$ cat src/include/uls_pkg.sv
// Constants for the UART line status block.
// Assumes an APB slave with 32-bit data and byte addresses.
package uls_pkg;
   localparam logic [7:0] ADDR_RX_DATA    = 8'h00;
   localparam logic [7:0] ADDR_TX_DATA    = 8'h04;
   localparam logic [7:0] ADDR_CTRL       = 8'h08;
   localparam logic [7:0] ADDR_LINE_STAT  = 8'h14;
   localparam logic [7:0] ADDR_IRQ_STAT   = 8'h20;
   localparam logic [7:0] ADDR_IRQ_CLR    = 8'h24;
   localparam logic [7:0] ADDR_IRQ_EN     = 8'h28;
   // Control register field positions.
   localparam int CTRL_FIFO_EN  = 0;
   localparam int CTRL_PAR_EN   = 1;
   localparam int CTRL_PAR_EVEN = 2;
   localparam int CTRL_STOP2    = 3;
   localparam logic [15:0] CTRL_DIV_RESET = 16'h0010;
   localparam logic [3:0]  CTRL_RESET     = 4'h0;
   // Line status bit positions.
   localparam int LS_DR = 0;
   localparam int LS_OE = 1;
   localparam int LS_PE = 2;
   localparam int LS_FE = 3;
   localparam int LS_BI = 4;
   localparam int LS_HOLDING_REG_EMPTY = 5;
   localparam int LS_TRANSMITTER_EMPTY = 6;
   localparam int LS_FERR = 7;
   // Interrupt status bits.
   localparam int IRQ_RLS  = 0;
   localparam int IRQ_HOLDING_REG_EMPTY = 1;
   localparam int IRQ_RDA  = 2;
   localparam logic [2:0] IRQ_RESET = 3'h0;
   localparam int FIFO_DEPTH = 16;
   localparam int FIFO_AW    = 4;
   localparam int FIFO_W     = 11;
   localparam int DATA_BITS  = 8;
   localparam int OVS        = 16;
   localparam logic [3:0] OVS_MID = 4'h7;
   localparam logic [3:0] OVS_END = 4'hf;
   typedef enum logic [3:0] {
      RX_IDLE  = 4'b0001,
      RX_START = 4'b0010,
      RX_BITS  = 4'b0100,
      RX_BRK   = 4'b1000
   } uls_rx_t;
   typedef enum logic [2:0] {
      TX_IDLE  = 3'b001,
      TX_SHIFT = 3'b010,
      TX_STOP  = 3'b100
   } uls_tx_t;
endpackage : uls_pkg

$ cat src/hw/uls_top.sv
// UART receiver, transmitter and line status register behind an APB slave.
// Assumes serial_rx_input is asynchronous and is synchronised here.
// Notes on behaviour
// - Error summary reads zero without FIFO; set while errored entries sit in FIFO.
// - Error summary clears once no errored entries remain; a status read does not clear it.
// - Transmitter empty only when holding store and shift register are both empty.
// - Without FIFO, holding empty sets on move to shifter, clears on load.
// - With FIFO, holding empty follows transmit FIFO empty.
// - Holding going empty, with its enable, raises the interrupt.
// - Break sets when input stays low from the start bit through the stop bit sample.
// - Break loads one zero character, then waits for mark and a start bit.
// - FIFO mode: errors travel with their character, shown at the head.
// - Bits one to four raise the line status interrupt when enabled.
// - Framing error sets when the stop bit samples low.
// - After framing error without break the low level is taken as the next start bit.
// - Parity error sets on a failed even or odd check.
// - Without FIFO, overrun sets when a character overwrites an unread one.
// - FIFO mode: overrun when full and another arrives; that character is dropped.
// - Data ready sets on store and clears once all receive data is read.
// - Reading the status register clears break, framing, parity and overrun.
`timescale 1ns/1ns
module uls_top
   import uls_pkg::*;
(
   // Clock and reset.
   input  wire logic        clk,
   input  wire logic        srst,
   // APB slave.
   input  wire logic        psel,
   input  wire logic        penable,
   input  wire logic        pwrite,
   input  wire logic [7:0]  paddr,
   input  wire logic [31:0] pwdata,
   output logic      [31:0] prdata,
   output logic             pready,
   output logic             pslverr,
   // Serial line.
   input  wire logic        serial_rx_input,
   output logic             serial_tx_output,
   // Interrupt.
   output logic             irq
);
   typedef struct packed {
      logic [1:0]                         sync;
      logic [3:0]                         ctrl;
      logic [15:0]                        div;
      logic [15:0]                        baud_cnt;
      uls_rx_t                            rx_st;
      logic [3:0]                         rx_ovs;
      logic [3:0]                         rx_bit;
      logic [8:0]                         rx_sh;
      logic [7:0]                         brk_cnt;
      logic [FIFO_DEPTH-1:0][FIFO_W-1:0]  rx_mem;
      logic [FIFO_AW-1:0]                 rx_rd;
      logic [FIFO_AW-1:0]                 rx_wr;
      logic [FIFO_AW:0]                   rx_cnt;
      logic                               oe, pe, fe, bi;
      logic [FIFO_DEPTH-1:0][7:0]         tx_mem;
      logic [FIFO_AW-1:0]                 tx_rd;
      logic [FIFO_AW-1:0]                 tx_wr;
      logic [FIFO_AW:0]                   tx_cnt;
      uls_tx_t                            tx_st;
      logic [3:0]                         tx_ovs;
      logic [3:0]                         tx_bit;
      logic [8:0]                         tx_sh;
      logic                               txo;
      logic [2:0]                         irq_stat;
      logic [2:0]                         irq_en;
      logic [31:0]                        rdata;
   } uls_state_t;

   uls_state_t st_ff;
   uls_state_t nxt_st;

   // Frame length in bits: start, data, optional parity and one or two stop bits.
   function automatic logic [3:0] frame_bits(input logic [3:0] c);
      frame_bits = 4'(1 + DATA_BITS + (c[CTRL_PAR_EN] ? 1 : 0) + (c[CTRL_STOP2] ? 2 : 1));
   endfunction : frame_bits

   logic       fifo_mode;
   logic [7:0] line_stat;
   logic       err_in_fifo;
   logic       rd_stat, rd_data, wr_tx;
   logic       rx_tick, tx_tick;
   logic       rxd;
   logic [4:0] cap;

   assign fifo_mode = st_ff.ctrl[CTRL_FIFO_EN];
   assign cap       = fifo_mode ? 5'(FIFO_DEPTH) : 5'h01;
   assign rxd       = st_ff.sync[1];
   // A divisor of zero gives a tick on every clock; each bit spans sixteen ticks.
   assign rx_tick   = (st_ff.baud_cnt == 16'h0000);
   // Both directions share one baud tick, which keeps a single divisor register.
   assign tx_tick   = rx_tick;

   // Every occupied entry is scanned, so the summary follows the whole store.
   // The cost is a wide OR over all entries, which the small depth makes acceptable.
   always_comb begin
      err_in_fifo = 1'b0;
      for (int i = 0; i < FIFO_DEPTH; i++) begin
         if (5'(i) < st_ff.rx_cnt &&
             st_ff.rx_mem[4'(st_ff.rx_rd + 4'(i))][10:8] != 3'h0) begin
            err_in_fifo = 1'b1;
         end
      end
   end

   always_comb begin
      line_stat          = 8'h00;
      line_stat[LS_DR]   = (st_ff.rx_cnt != 5'h00);
      line_stat[LS_OE]   = st_ff.oe;
      line_stat[LS_PE]   = st_ff.pe;
      line_stat[LS_FE]   = st_ff.fe;
      line_stat[LS_BI]   = st_ff.bi;
      line_stat[LS_HOLDING_REG_EMPTY] = (st_ff.tx_cnt == 5'h00);
      line_stat[LS_TRANSMITTER_EMPTY] = (st_ff.tx_cnt == 5'h00) && (st_ff.tx_st == TX_IDLE);
      line_stat[LS_FERR] = fifo_mode && err_in_fifo;
   end

   assign rd_stat = psel && penable && !pwrite && paddr == ADDR_LINE_STAT;
   assign rd_data = psel && penable && !pwrite && paddr == ADDR_RX_DATA;
   // A write to a full transmit store is dropped; software polls holding empty first.
   assign wr_tx   = psel && penable && pwrite && paddr == ADDR_TX_DATA &&
                    st_ff.tx_cnt < cap;

   always_comb begin
      logic       push;
      logic [2:0] err;
      logic [2:0] ev;
      logic       par;
      logic       pop;
      logic       tx_pop;
      logic [7:0] rx_byte;
      push   = 1'b0;
      rx_byte = 8'h00;
      err    = 3'h0;
      ev     = 3'h0;
      par    = 1'b0;
      // A read of an empty receive store returns stale data and moves nothing.
      pop    = rd_data && st_ff.rx_cnt != 5'h00;
      tx_pop = 1'b0;
      nxt_st = st_ff;
      // Two flip-flops bring the asynchronous receive pin into the clock domain.
      nxt_st.sync = {st_ff.sync[0], serial_rx_input};
      nxt_st.baud_cnt = rx_tick ? st_ff.div : st_ff.baud_cnt - 16'h0001;

      // Receiver, sampled at sixteen times the bit rate.
      if (rx_tick) begin
         nxt_st.rx_ovs = st_ff.rx_ovs + 4'h1;
         case (st_ff.rx_st)
            RX_IDLE: begin
               // The start bit is confirmed at mid-bit, which rejects short glitches.
               nxt_st.rx_ovs = 4'h0;
               if (!rxd) begin
                  nxt_st.rx_st = RX_START;
               end
            end
            RX_START: begin
               if (st_ff.rx_ovs == OVS_MID) begin
                  nxt_st.rx_ovs = 4'h0;
                  nxt_st.rx_bit = 4'h0;
                  nxt_st.brk_cnt = 8'h01;
                  // Start from zero so that a break is seen with or without parity.
                  nxt_st.rx_sh = 9'h000;
                  nxt_st.rx_st = rxd ? RX_IDLE : RX_BITS;
               end
            end
            RX_BITS: begin
               if (st_ff.rx_ovs == OVS_END) begin
                  nxt_st.rx_bit = st_ff.rx_bit + 4'h1;
                  nxt_st.brk_cnt = rxd ? 8'h00 : st_ff.brk_cnt + 8'h01;
                  if (st_ff.rx_bit < 4'(DATA_BITS) + (st_ff.ctrl[CTRL_PAR_EN] ? 4'h1 : 4'h0)) begin
                     nxt_st.rx_sh = {rxd, st_ff.rx_sh[8:1]};
                  end else begin
                     push = 1'b1;
                     // With parity the ninth shift moves the data one place down.
                     rx_byte = st_ff.ctrl[CTRL_PAR_EN] ? st_ff.rx_sh[7:0] : st_ff.rx_sh[8:1];
                     par = ^st_ff.rx_sh[8:1] ^ st_ff.rx_sh[0];
                     if (!st_ff.ctrl[CTRL_PAR_EN]) begin
                        par = 1'b0;
                     end else if (!st_ff.ctrl[CTRL_PAR_EVEN]) begin
                        par = !par;
                     end
                     err[2] = (st_ff.rx_sh[0] == 1'b0) && !rxd && st_ff.brk_cnt != 8'h00 &&
                              st_ff.rx_sh == 9'h000;
                     err[1] = !rxd;
                     err[0] = par;
                     if (err[2]) begin
                        nxt_st.rx_st = RX_BRK;
                     end else if (!rxd) begin
                        nxt_st.rx_ovs = OVS_MID - 4'h1;
                        nxt_st.rx_st = RX_START;
                     end else begin
                        nxt_st.rx_st = RX_IDLE;
                     end
                  end
               end
            end
            RX_BRK: begin
               // After a break the line is ignored until it returns to mark.
               nxt_st.rx_ovs = 4'h0;
               if (rxd) begin
                  nxt_st.rx_st = RX_IDLE;
               end
            end
            default: nxt_st.rx_st = RX_IDLE;
         endcase
      end

      if (st_ff.ctrl[CTRL_PAR_EN] == 1'b0) begin
         par = 1'b0;
      end

      // Break needs the whole frame low: data and parity all zero plus a low stop bit.
      if (push && err[2]) begin
         err[1] = 1'b1;
      end

      // Only flags shown in the captured read value are cleared, so an error that
      // lands between the setup and access edges survives until the next read.
      if (rd_stat) begin
         nxt_st.oe = st_ff.oe & ~st_ff.rdata[LS_OE];
         nxt_st.pe = st_ff.pe & ~st_ff.rdata[LS_PE];
         nxt_st.fe = st_ff.fe & ~st_ff.rdata[LS_FE];
         nxt_st.bi = st_ff.bi & ~st_ff.rdata[LS_BI];
      end

      if (pop) begin
         nxt_st.rx_rd = st_ff.rx_rd + 4'h1;
         nxt_st.rx_cnt = st_ff.rx_cnt - 5'h01;
      end

      // Without FIFO the newest character replaces the unread one; with FIFO it is dropped.
      if (push) begin
         if (st_ff.rx_cnt - (pop ? 5'h01 : 5'h00) >= cap) begin
            if (fifo_mode) begin
               nxt_st.oe = 1'b1;
            end else begin
               nxt_st.oe = 1'b1;
               nxt_st.rx_mem[st_ff.rx_rd] = {err, rx_byte};
            end
         end else begin
            nxt_st.rx_mem[st_ff.rx_wr] =
               {err, err[2] ? 8'h00 : rx_byte};
            nxt_st.rx_wr = st_ff.rx_wr + 4'h1;
            nxt_st.rx_cnt = nxt_st.rx_cnt + 5'h01;
         end
         if (!fifo_mode) begin
            nxt_st.bi = nxt_st.bi | err[2];
            nxt_st.fe = nxt_st.fe | err[1];
            nxt_st.pe = nxt_st.pe | err[0];
         end
      end

      // FIFO mode shows the errors of the head entry only.
      if (fifo_mode && nxt_st.rx_cnt != 5'h00 &&
          (pop || (push && st_ff.rx_cnt == 5'h00))) begin
         nxt_st.bi = nxt_st.bi | nxt_st.rx_mem[nxt_st.rx_rd][10];
         nxt_st.fe = nxt_st.fe | nxt_st.rx_mem[nxt_st.rx_rd][9];
         nxt_st.pe = nxt_st.pe | nxt_st.rx_mem[nxt_st.rx_rd][8];
      end

      // Transmitter.
      // The holding store empties on the idle tick, as the shifter takes the character.
      if (tx_tick) begin
         nxt_st.tx_ovs = st_ff.tx_ovs + 4'h1;
         case (st_ff.tx_st)
            TX_IDLE: begin
               nxt_st.txo = 1'b1;
               nxt_st.tx_ovs = 4'h0;
               if (st_ff.tx_cnt != 5'h00) begin
                  tx_pop = 1'b1;
                  nxt_st.tx_sh = {^st_ff.tx_mem[st_ff.tx_rd] ^ !st_ff.ctrl[CTRL_PAR_EVEN],
                                  st_ff.tx_mem[st_ff.tx_rd]};
                  nxt_st.tx_bit = 4'h0;
                  nxt_st.txo = 1'b0;
                  nxt_st.tx_st = TX_SHIFT;
               end
            end
            TX_SHIFT: begin
               if (st_ff.tx_ovs == OVS_END) begin
                  nxt_st.tx_bit = st_ff.tx_bit + 4'h1;
                  if (st_ff.tx_bit < 4'(DATA_BITS) + (st_ff.ctrl[CTRL_PAR_EN] ? 4'h1 : 4'h0)) begin
                     nxt_st.txo = st_ff.tx_sh[0];
                     nxt_st.tx_sh = {1'b1, st_ff.tx_sh[8:1]};
                  end else begin
                     nxt_st.txo = 1'b1;
                     nxt_st.tx_st = TX_STOP;
                  end
               end
            end
            TX_STOP: begin
               if (st_ff.tx_ovs == OVS_END) begin
                  nxt_st.tx_bit = st_ff.tx_bit + 4'h1;
                  if (st_ff.tx_bit + 4'h1 >= frame_bits(st_ff.ctrl)) begin
                     nxt_st.tx_st = TX_IDLE;
                  end
               end
            end
            default: nxt_st.tx_st = TX_IDLE;
         endcase
      end
      if (tx_pop) begin
         nxt_st.tx_rd = st_ff.tx_rd + 4'h1;
      end
      if (wr_tx) begin
         nxt_st.tx_mem[st_ff.tx_wr] = pwdata[7:0];
         nxt_st.tx_wr = st_ff.tx_wr + 4'h1;
      end
      nxt_st.tx_cnt = st_ff.tx_cnt + (wr_tx ? 5'h01 : 5'h00) - (tx_pop ? 5'h01 : 5'h00);

      // Interrupts: set wins over clear.
      // Line status fires when the error flags go from none to some, not on their level.
      ev[IRQ_RLS]  = (nxt_st.oe | nxt_st.pe | nxt_st.fe | nxt_st.bi) &
                     !(st_ff.oe | st_ff.pe | st_ff.fe | st_ff.bi);
      ev[IRQ_HOLDING_REG_EMPTY] = tx_pop && st_ff.tx_cnt == 5'h01 && !wr_tx;
      ev[IRQ_RDA]  = push;
      if (psel && penable && pwrite && paddr == ADDR_IRQ_CLR) begin
         nxt_st.irq_stat = st_ff.irq_stat & ~pwdata[2:0];
      end
      nxt_st.irq_stat = nxt_st.irq_stat | ev;

      if (psel && penable && pwrite) begin
         case (paddr)
            ADDR_CTRL: begin
               nxt_st.ctrl = pwdata[3:0];
               nxt_st.div  = pwdata[31:16];
            end
            ADDR_IRQ_EN: nxt_st.irq_en = pwdata[2:0];
            default: ;
         endcase
      end

      // Read data is taken at every edge from the address; unmapped offsets read zero.
      nxt_st.rdata = 32'h0000_0000;
      case (paddr)
         ADDR_RX_DATA:   nxt_st.rdata = {24'h000000, st_ff.rx_mem[st_ff.rx_rd][7:0]};
         ADDR_CTRL:      nxt_st.rdata = {st_ff.div, 12'h000, st_ff.ctrl};
         ADDR_LINE_STAT: nxt_st.rdata = {24'h000000, line_stat};
         ADDR_IRQ_STAT:  nxt_st.rdata = {29'h0, st_ff.irq_stat};
         ADDR_IRQ_EN:    nxt_st.rdata = {29'h0, st_ff.irq_en};
         default:        nxt_st.rdata = 32'h0000_0000;
      endcase

      // Reset comes last so that it overrides every update above.
      if (srst) begin
         nxt_st = '0;
         nxt_st.sync = 2'h3;
         nxt_st.ctrl = CTRL_RESET;
         nxt_st.div = CTRL_DIV_RESET;
         nxt_st.rx_st = RX_IDLE;
         nxt_st.tx_st = TX_IDLE;
         nxt_st.txo = 1'b1;
         nxt_st.irq_stat = IRQ_RESET;
         nxt_st.irq_en = IRQ_RESET;
      end
   end

   always_ff @(posedge clk) begin
      st_ff <= nxt_st;
   end

   // Read data is captured in the setup cycle so the access phase needs no wait.
   // With no wait states there is nothing to refuse, so the error response stays low.
   assign prdata           = st_ff.rdata;
   assign pready           = 1'b1;
   assign pslverr          = 1'b0;
   assign serial_tx_output = st_ff.txo;
   // A level output: it stays high until software clears the status bit or its enable.
   assign irq              = |(st_ff.irq_stat & st_ff.irq_en);
endmodule : uls_top

$ cat config.mk
export PLATFORM = sky130hd
export DESIGN_NAME = uls_top
export DESIGN_NICKNAME = d
export VERILOG_FILES = /design/src/include/uls_pkg.sv /design/src/hw/uls_top.sv
export SDC_FILE = /design/constraint.sdc
export NUM_CORES = 1
export LEC_CHECK = 0
export BUFFER_PORTS_ARGS = -buffer_cell sky130_fd_sc_hd__buf_4
export CORE_MARGIN = 10
export CORE_UTILIZATION = 60
export CTS_CLUSTER_SIZE = 28
export DETAILED_ROUTE_END_ITERATION = 16
export PLACE_DENSITY = 0.78
export SLEW_MARGIN = 20
export SYNTH_ARGS = -nofsm -noshare
export SYNTH_HDL_FRONTEND = slang
export SYNTH_SLANG_ARGS = --single-unit
export TNS_END_PERCENT = 10
$ cat constraint.sdc
create_clock -name clk -period 5.6 [get_ports clk]
set_input_delay 0.56 -clock clk [delete_from_list [all_inputs] [get_ports clk]]
set_output_delay 0.56 -clock clk [all_outputs]
set_load 0.02 [all_outputs]
## Word-level counts from Yosys, hierarchy flattened

Index checks and enable logic that the tools add are counted.
Widths: inputs -> output; s select.

| storage, ports and cells | value |
|---|---|
| register bits | 460 |
| output and inout bits | 36 |

| operators by class | value |
|---|---|
| add/sub/neg operators | 32 |
| order comparisons | 44 |
| equal/unequal tests | 29 |
| mux-type cells | 131 |
| bitwise gates (word level) | 29 |
| reduce and logical (&&, ||, !) cells | 88 |

Operators with widths:

| cell | number |
|---|---|
| $bmux 11 s4 | 17 |
| $mux 176 | 3 |
| $bwmux 176 | 2 |
| $mux 11 | 19 |
| $pmux 32 s5 | 1 |
| $bwmux 128 | 1 |
| $lt 4x5->1 const B | 20 |
| $demux 11 s4 | 2 |
| $mux 8 | 10 |
| $mux 29 | 2 |
| $reduce_bool 3->1 | 17 |
| $pmux 21 s2 | 1 |
| $lt 4x5->1 const A | 8 |
| $logic_and 1x1->1 | 39 |
| $mux 3 | 13 |
| $mux 4 | 9 |
| $mux 1 | 33 |
| $add 4x1->4 const B | 8 |
| $add 4x4->4 const B | 8 |
| $bmux 8 s4 | 1 |
| $demux 8 s4 | 1 |
| $mux 14 | 2 |
| $mux 9 | 3 |
| $eq 8x6->1 const B | 3 |
| other kinds (62) | 130 |

## Depth between registers and ports, before layout

| logic depth | value |
|---|---|
| word-level depth | 24 |
| gate-level depth with buffers | 21 |
| depth with buffers taken out | 19 |

## Least setup slack after synthesis

No wires, ideal clock.

| timing path | value |
|---|---|
| path type | input-to-reg |
| start point | in paddr[1] |
| end point | reg st_ff[35] (netlist name) |
| library setup time | 139 ps |
| arrival | 4908 ps |
| required time | 5461 ps |
| path slack | 553 ps |
| cell stages on the path | 20 |
| path buffers | 3 |
| cells stage by stage | or4_1 buf_2 nor4_4 ha_1 ha_1 nand2_1 xnor2_1 ha_1 nor4bb_1 clkbuf_1 and2_0 buf_2 a21oi_1 o21ai_1 nand2_1 o22a_1 a311oi_1 nor3_1 a211oi_2 a41oi_2 |

| between the ends | value |
|---|---|
| word-level cells in the longest chain between the ends | 17 |
| elaborated cells on any way between the ends | 39 |
| those cells by class | 2 x add/sub; 1 x order compare; 2 x eq/ne; 14 x mux; 11 x bitwise; 9 x reduce/logical |

Ends and longest elaborated chain:

| element | RTL line | source |
|---|---|---|
| start: declaration | uls_top.sv:32 | `input wire logic [7:0] paddr,` |
| $logic_not 8->1 | uls_top.sv:121 | `assign rd_data = psel && penable && !pwrite && paddr == ADDR_RX_DATA;` |
| $logic_and 1x1->1 | uls_top.sv:121 |  |
| $logic_and 1x1->1 | uls_top.sv:140 | `pop = rd_data && st_ff.rx_cnt != 5'h00;` |
| $mux 1 | uls_top.sv:235 | `if (st_ff.rx_cnt - (pop ? 5'h01 : 5'h00) >= cap) begin` |
| $sub 5x1->5 | uls_top.sv:235 |  |
| $ge 5x5->1 | uls_top.sv:235 |  |
| $mux 176 / $mux 5 (equally long branches) | uls_top.sv:235 |  |
| $mux 176 / $mux 9 (equally long branches) | uls_top.sv:234 | `if (push) begin` |
| $bmux 11 s4 / $reduce_bool 5->1 (equally long branches) | n/a |  |
| $mux 11 (implied by the code) / $logic_and 1x1->1 (equally long branches) | uls_top.sv:260, uls_top.sv:256 |  |
| $or 1x1->1 / $logic_and 1x1->1 (equally long branches) | uls_top.sv:260, uls_top.sv:256 |  |
| $mux 3 | uls_top.sv:256 | `if (fifo_mode && nxt_st.rx_cnt != 5'h00 &&` |
| $or 1x1->1 (3 in series) | uls_top.sv:314 | `ev[IRQ_RLS] = (nxt_st.oe \| nxt_st.pe \| nxt_st.fe \| nxt_st.bi) &` |
| $and 1x1->1 | uls_top.sv:314 |  |
| $or 3x3->3 * | uls_top.sv:321 | `nxt_st.irq_stat = nxt_st.irq_stat \| ev;` |
| end signal: assignment | uls_top.sv:360 | `st_ff <= nxt_st;` |
| end: declaration | uls_top.sv:72 | `uls_state_t st_ff;` |

Every way passes the cells marked *; elsewhere a longest branch is shown, timed or not. The select of a mux whose other input is x is not followed.
A chain may end at the register's enable or synchronous reset.

## Final worst setup path

| timing path | value |
|---|---|
| start point | reg st_ff[204] (netlist name) |
| end point | reg st_ff[35] (netlist name) |

| between the ends | value |
|---|---|
| word-level cells in the longest chain between the ends | 16 |
| elaborated cells on any way between the ends | 31 |
| those cells by class | 3 x add/sub; 1 x order compare; 11 x mux; 8 x bitwise; 8 x reduce/logical |

Ends and longest elaborated chain:

| element | RTL line |
|---|---|
| $reduce_bool 5->1 | uls_top.sv:140 |
| $logic_and 1x1->1 | uls_top.sv:140 |
| $mux 1 | uls_top.sv:235 |
| $sub 5x1->5 | uls_top.sv:235 |
| $ge 5x5->1 | uls_top.sv:235 |
| $mux 176 / $mux 5 (equally long branches) | uls_top.sv:235 |
| $mux 176 / $mux 9 (equally long branches) | uls_top.sv:234 |
| $bmux 11 s4 / $reduce_bool 5->1 (equally long branches) | n/a |
| $mux 11 (implied by the code) / $logic_and 1x1->1 (equally long branches) | uls_top.sv:260, uls_top.sv:256 |
| $or 1x1->1 / $logic_and 1x1->1 (equally long branches) | uls_top.sv:260, uls_top.sv:256 |
| $mux 3 | uls_top.sv:256 |
| $or 1x1->1 (2 in series) | uls_top.sv:314 |
| $or 1x1->1 * | uls_top.sv:314 |
| $and 1x1->1 * | uls_top.sv:314 |
| $or 3x3->3 * | uls_top.sv:321 |

Marks and branches as above.

==> metrics.md <==
| Metric | Value |
|---|---|
| Status | finished clean |
| Most frequent cell after synthesis | dfxtp_1 |
| Sequential fraction of the synthesis area | between 30% and 40% |
| DR WL/cell | 21.0 um |
| Placed Cells | 3123 |
| Final WL | a little under 70 mm |
| Unrepaired setup endpoints after global routing | false |
| Actual slew at the worst max-slew pin | 1.13 ns |
| Top_reg_cell synth | dfxtp_1 |
| # nets final | 2759 |
| Arrival @ worst endpoint | roughly 5.8 ns |
| Final period util | 94.9% |
| Fmax | 0.188 GHz |
| Fin util | 67.0% |
| Final-layout fill cell count | 3038 |
| TritonCTS clock tree | yes |
| Gpl congestion | 0.994 |
| Synth cell count leaders | dfxtp_1, nand2_1, nor2_1, a21oi_1, a22oi_1 |
| Worst Hold Launch | serial_rx_input |
| XOR/XNOR share of the synthesized area | 2.82% |
| Largest family of logic cells by synthesized area | simple AND/OR/NAND/NOR gates |
| Core area | about 38000 um^2 |
| Total Power | about 7.3 mW |
| IO Pins | 82 |
| Pre-CTS WS | 0.200 ns |
| Sink Count | 452 |
| VDD IR max | 0.000242 V |
| DIE HEIGHT | 216 um |
| Area Overhead vs Synth | 9.87% |
| Share of layout cells above drive strength 1 | roughly an eighth |
| Initial antenna violation count | 1 |
| DRC viols | 0 |
| Max-slew violation count | 0 |
| Post-CTS Setup Bufs | 0 |
| Final setup viols | 0 |
| Critical Path Sink Type | flip-flop |
| Synth Area in Compound Gates | 16.5% |
| Root Buffer | clkbuf_16 |
| Port buffer count | 63 |
| Post-Layout Cell Count | 3207 |
| Largest area contributor in the netlist | dfxtp_1 |
| Ys async rst share | 0% |
| Vias in the first global route | 19318 |
| Yosys top cell area share | between 30 and 40% |
| Critical path class | reg2reg |
| Clock latency on the worst-skew pair | 0.59 ns |
| Most frequent CP cell | ha_1 |
| R2r startpoint | st_ff[204] |
| Total of warnings raised by yosys | 0 |
| Pwr/cell area | 289 nW/um^2 |
| Syn avg cell area | between 8 and 9 um^2 |
| Post-CTS Resized | 0 |
| DIE WIDTH | 216 um |
| Cell Rows | 71 |
| CTS hold repair buffers | 0 |
| Slew HR | 24.8% |
| Post-route setup TNS | 0 ns |
| Fin worst setup slack | 0.285 ns |
| Synth Area in Simple Gates | 20.8% |
| Die area | 46700 um^2 |
| First-pass GRT wire length | 106 mm |
| Yosys cell types | 90 |
| Slowest stage delay, CP | 0.51 ns |
| DR iter-0 viols | 2534 |
| Register bit total from synthesis | 452 |
| Multiplexer area fraction after synthesis | 12.7% |
| Synthesized area | 23100 um^2 |
| CTS HTree Levels | 2 |
| Critical-path cell list | inv_1 > ha_1 > nor4b_2 > nor4_4 > ha_1 > ha_1 > nand2_1 > xnor2_1 > ha_1 > nor4bb_1 > and2_0 > buf_4 > a211oi_1 > a31oi_1 > nand2b_1 > mux2i_1 > mux2_2 > a21oi_1 > a31oi_1 > a41oi_2 |
| CP Launch Point | st_ff[204] |
| Largest net degree at the start of global routing | 222 |
| Top area cells in the synthesized netlist | dfxtp_1, mux4_2, nand2_1 |
| Worst min path class | in2reg |
| Gr usage total | 27.8% |
| Post-Syn Instances | ~2700 |
| Post-synthesis adder-cell area fraction | under 10% |
| Max FO, Critical Path | 10 |
| Clock skew | 0.0139 ns |
| Worst Path Required | 6.04 ns |
| Worst-case clock buffer depth | 3 |
| CTS Buf Count | 47 |
| Crit path launch type | flip-flop |
| Vias per cell | 6.40 |
| Seq. cell area | between 9000 and 10000 um^2 |
| Fin crit period | 5.32 ns |
| Slowest stage cell, crit path | dfxtp_1 |
| Final ANT Viol Nets | 0 |
| Multi-input gate area | 13000 um^2 |
| Clk pin slew, worst setup/hold paths | 0.06 ns |
| Pleak | 9.15 nW |
| Starting density of the core | 61.0% |
| DPL Wire Length | 45.0 mm |
| Post-synth EDFFs | 0 |
| Router iterations before antenna repair | 7 |
| Hold Vio Cnt, Final | 0 |
| Total congestion overflow | 0 |
| MaxCap Viol Count | 0 |
| Routed vias | 20510 |
[path summary, 6_finish.rpt]
path	endpoint	slack, ns	cells past startpoint
setup reg to reg	st_ff[35]	0.28	20
setup / recovery	st_ff[35]	0.28	20
hold / removal	st_ff[458]	0.16	2
hold reg to reg	rxd	0.42	1
[worst max-delay path: cells and delay by family, from the launching register on]
| kind | cells | cell delay [ns] |
|---|---|---|
| simple gates | 6 | 1.60 |
| mux | 2 | 0.45 |
| compound gates | 5 | 1.17 |
| flops | 1 | 0.51 |
| fa+ha+maj | 4 | 0.92 |
| xor+xnor | 1 | 0.16 |
| buf+inv | 2 | 0.37 |
[registers in the layout (all words and copies together) (netlist names)]
signal	cells
fifo_mode	1
st_ff	421
rxd	1
serial_tx_output	1
line_stat	4
prdata	24
[cell type report]
type                    instances  area share [%]
multi-input cells            1993            51.1
clock buffers                  68            5.39
diodes                          1         0.00987
clock inverters                15           0.839
well taps                     511            2.52
flip-flops and latches        452            35.7
repair buffers                127            3.89
inverters                      40           0.592
[per-layer routing]
| layer | share of wire [%] | GRT usage [%] | vias to the layer above |
|---|---|---|---|
| li1 | - | - | 9483 |
| met1 | 41 | 36.9 | 9907 |
| met2 | 47 | 44.6 | 980 |
| met3 | 8.9 | 4.93 | 140 |
| met4 | 3.2 | 10.3 | 0 |
| met5 | 0 | 0 | - |
[report_power, final]
part	total, mW	internal (mW)	switching, mW
sequential	3.39	3.30	0.0960
combinational	0.722	0.283	0.439
clock	3.20	1.88	1.32
total	7.32	5.46	1.86
[through the flow]
step           hold slack (ns)  instance area (um^2)
6_report                 0.161                 25400
5_1_grt                  0.163                 25400
4_1_cts                  0.140                 25400
3_5_place_dp             0.412                 23800
3_3_place_gp             0.404                 23800
2_1_floorplan            0.389                 23100
[cell families after synthesis]
kind of cell	count (synthesis)
xor+xnor	71
mux	181
buf+inv	261
compound gates	595
fa+ha+maj	54
flops	452
simple gates	1082
other cells	2
[layout by cell type (no fill, tap or decap), types with 23 or more instances in the layout]
| master | instances |
|---|---|
| nor3_1 | 59 |
| o21ai_0 | 47 |
| xor2_1 | 26 |
| ha_1 | 51 |
| xnor2_1 | 40 |
| a21oi_1 | 242 |
| clkbuf_16 | 48 |
| and2_1 | 23 |
| mux2i_1 | 75 |
| nand3_1 | 84 |
| buf_4 | 124 |
| nand4_1 | 23 |
| mux4_2 | 88 |
| nor2_1 | 367 |
| a211oi_1 | 40 |
| dfxtp_1 | 449 |
| nand2_1 | 403 |
| a22oi_1 | 152 |
| inv_1 | 37 |
Note: power is estimated with default switching activity, not from simulation.
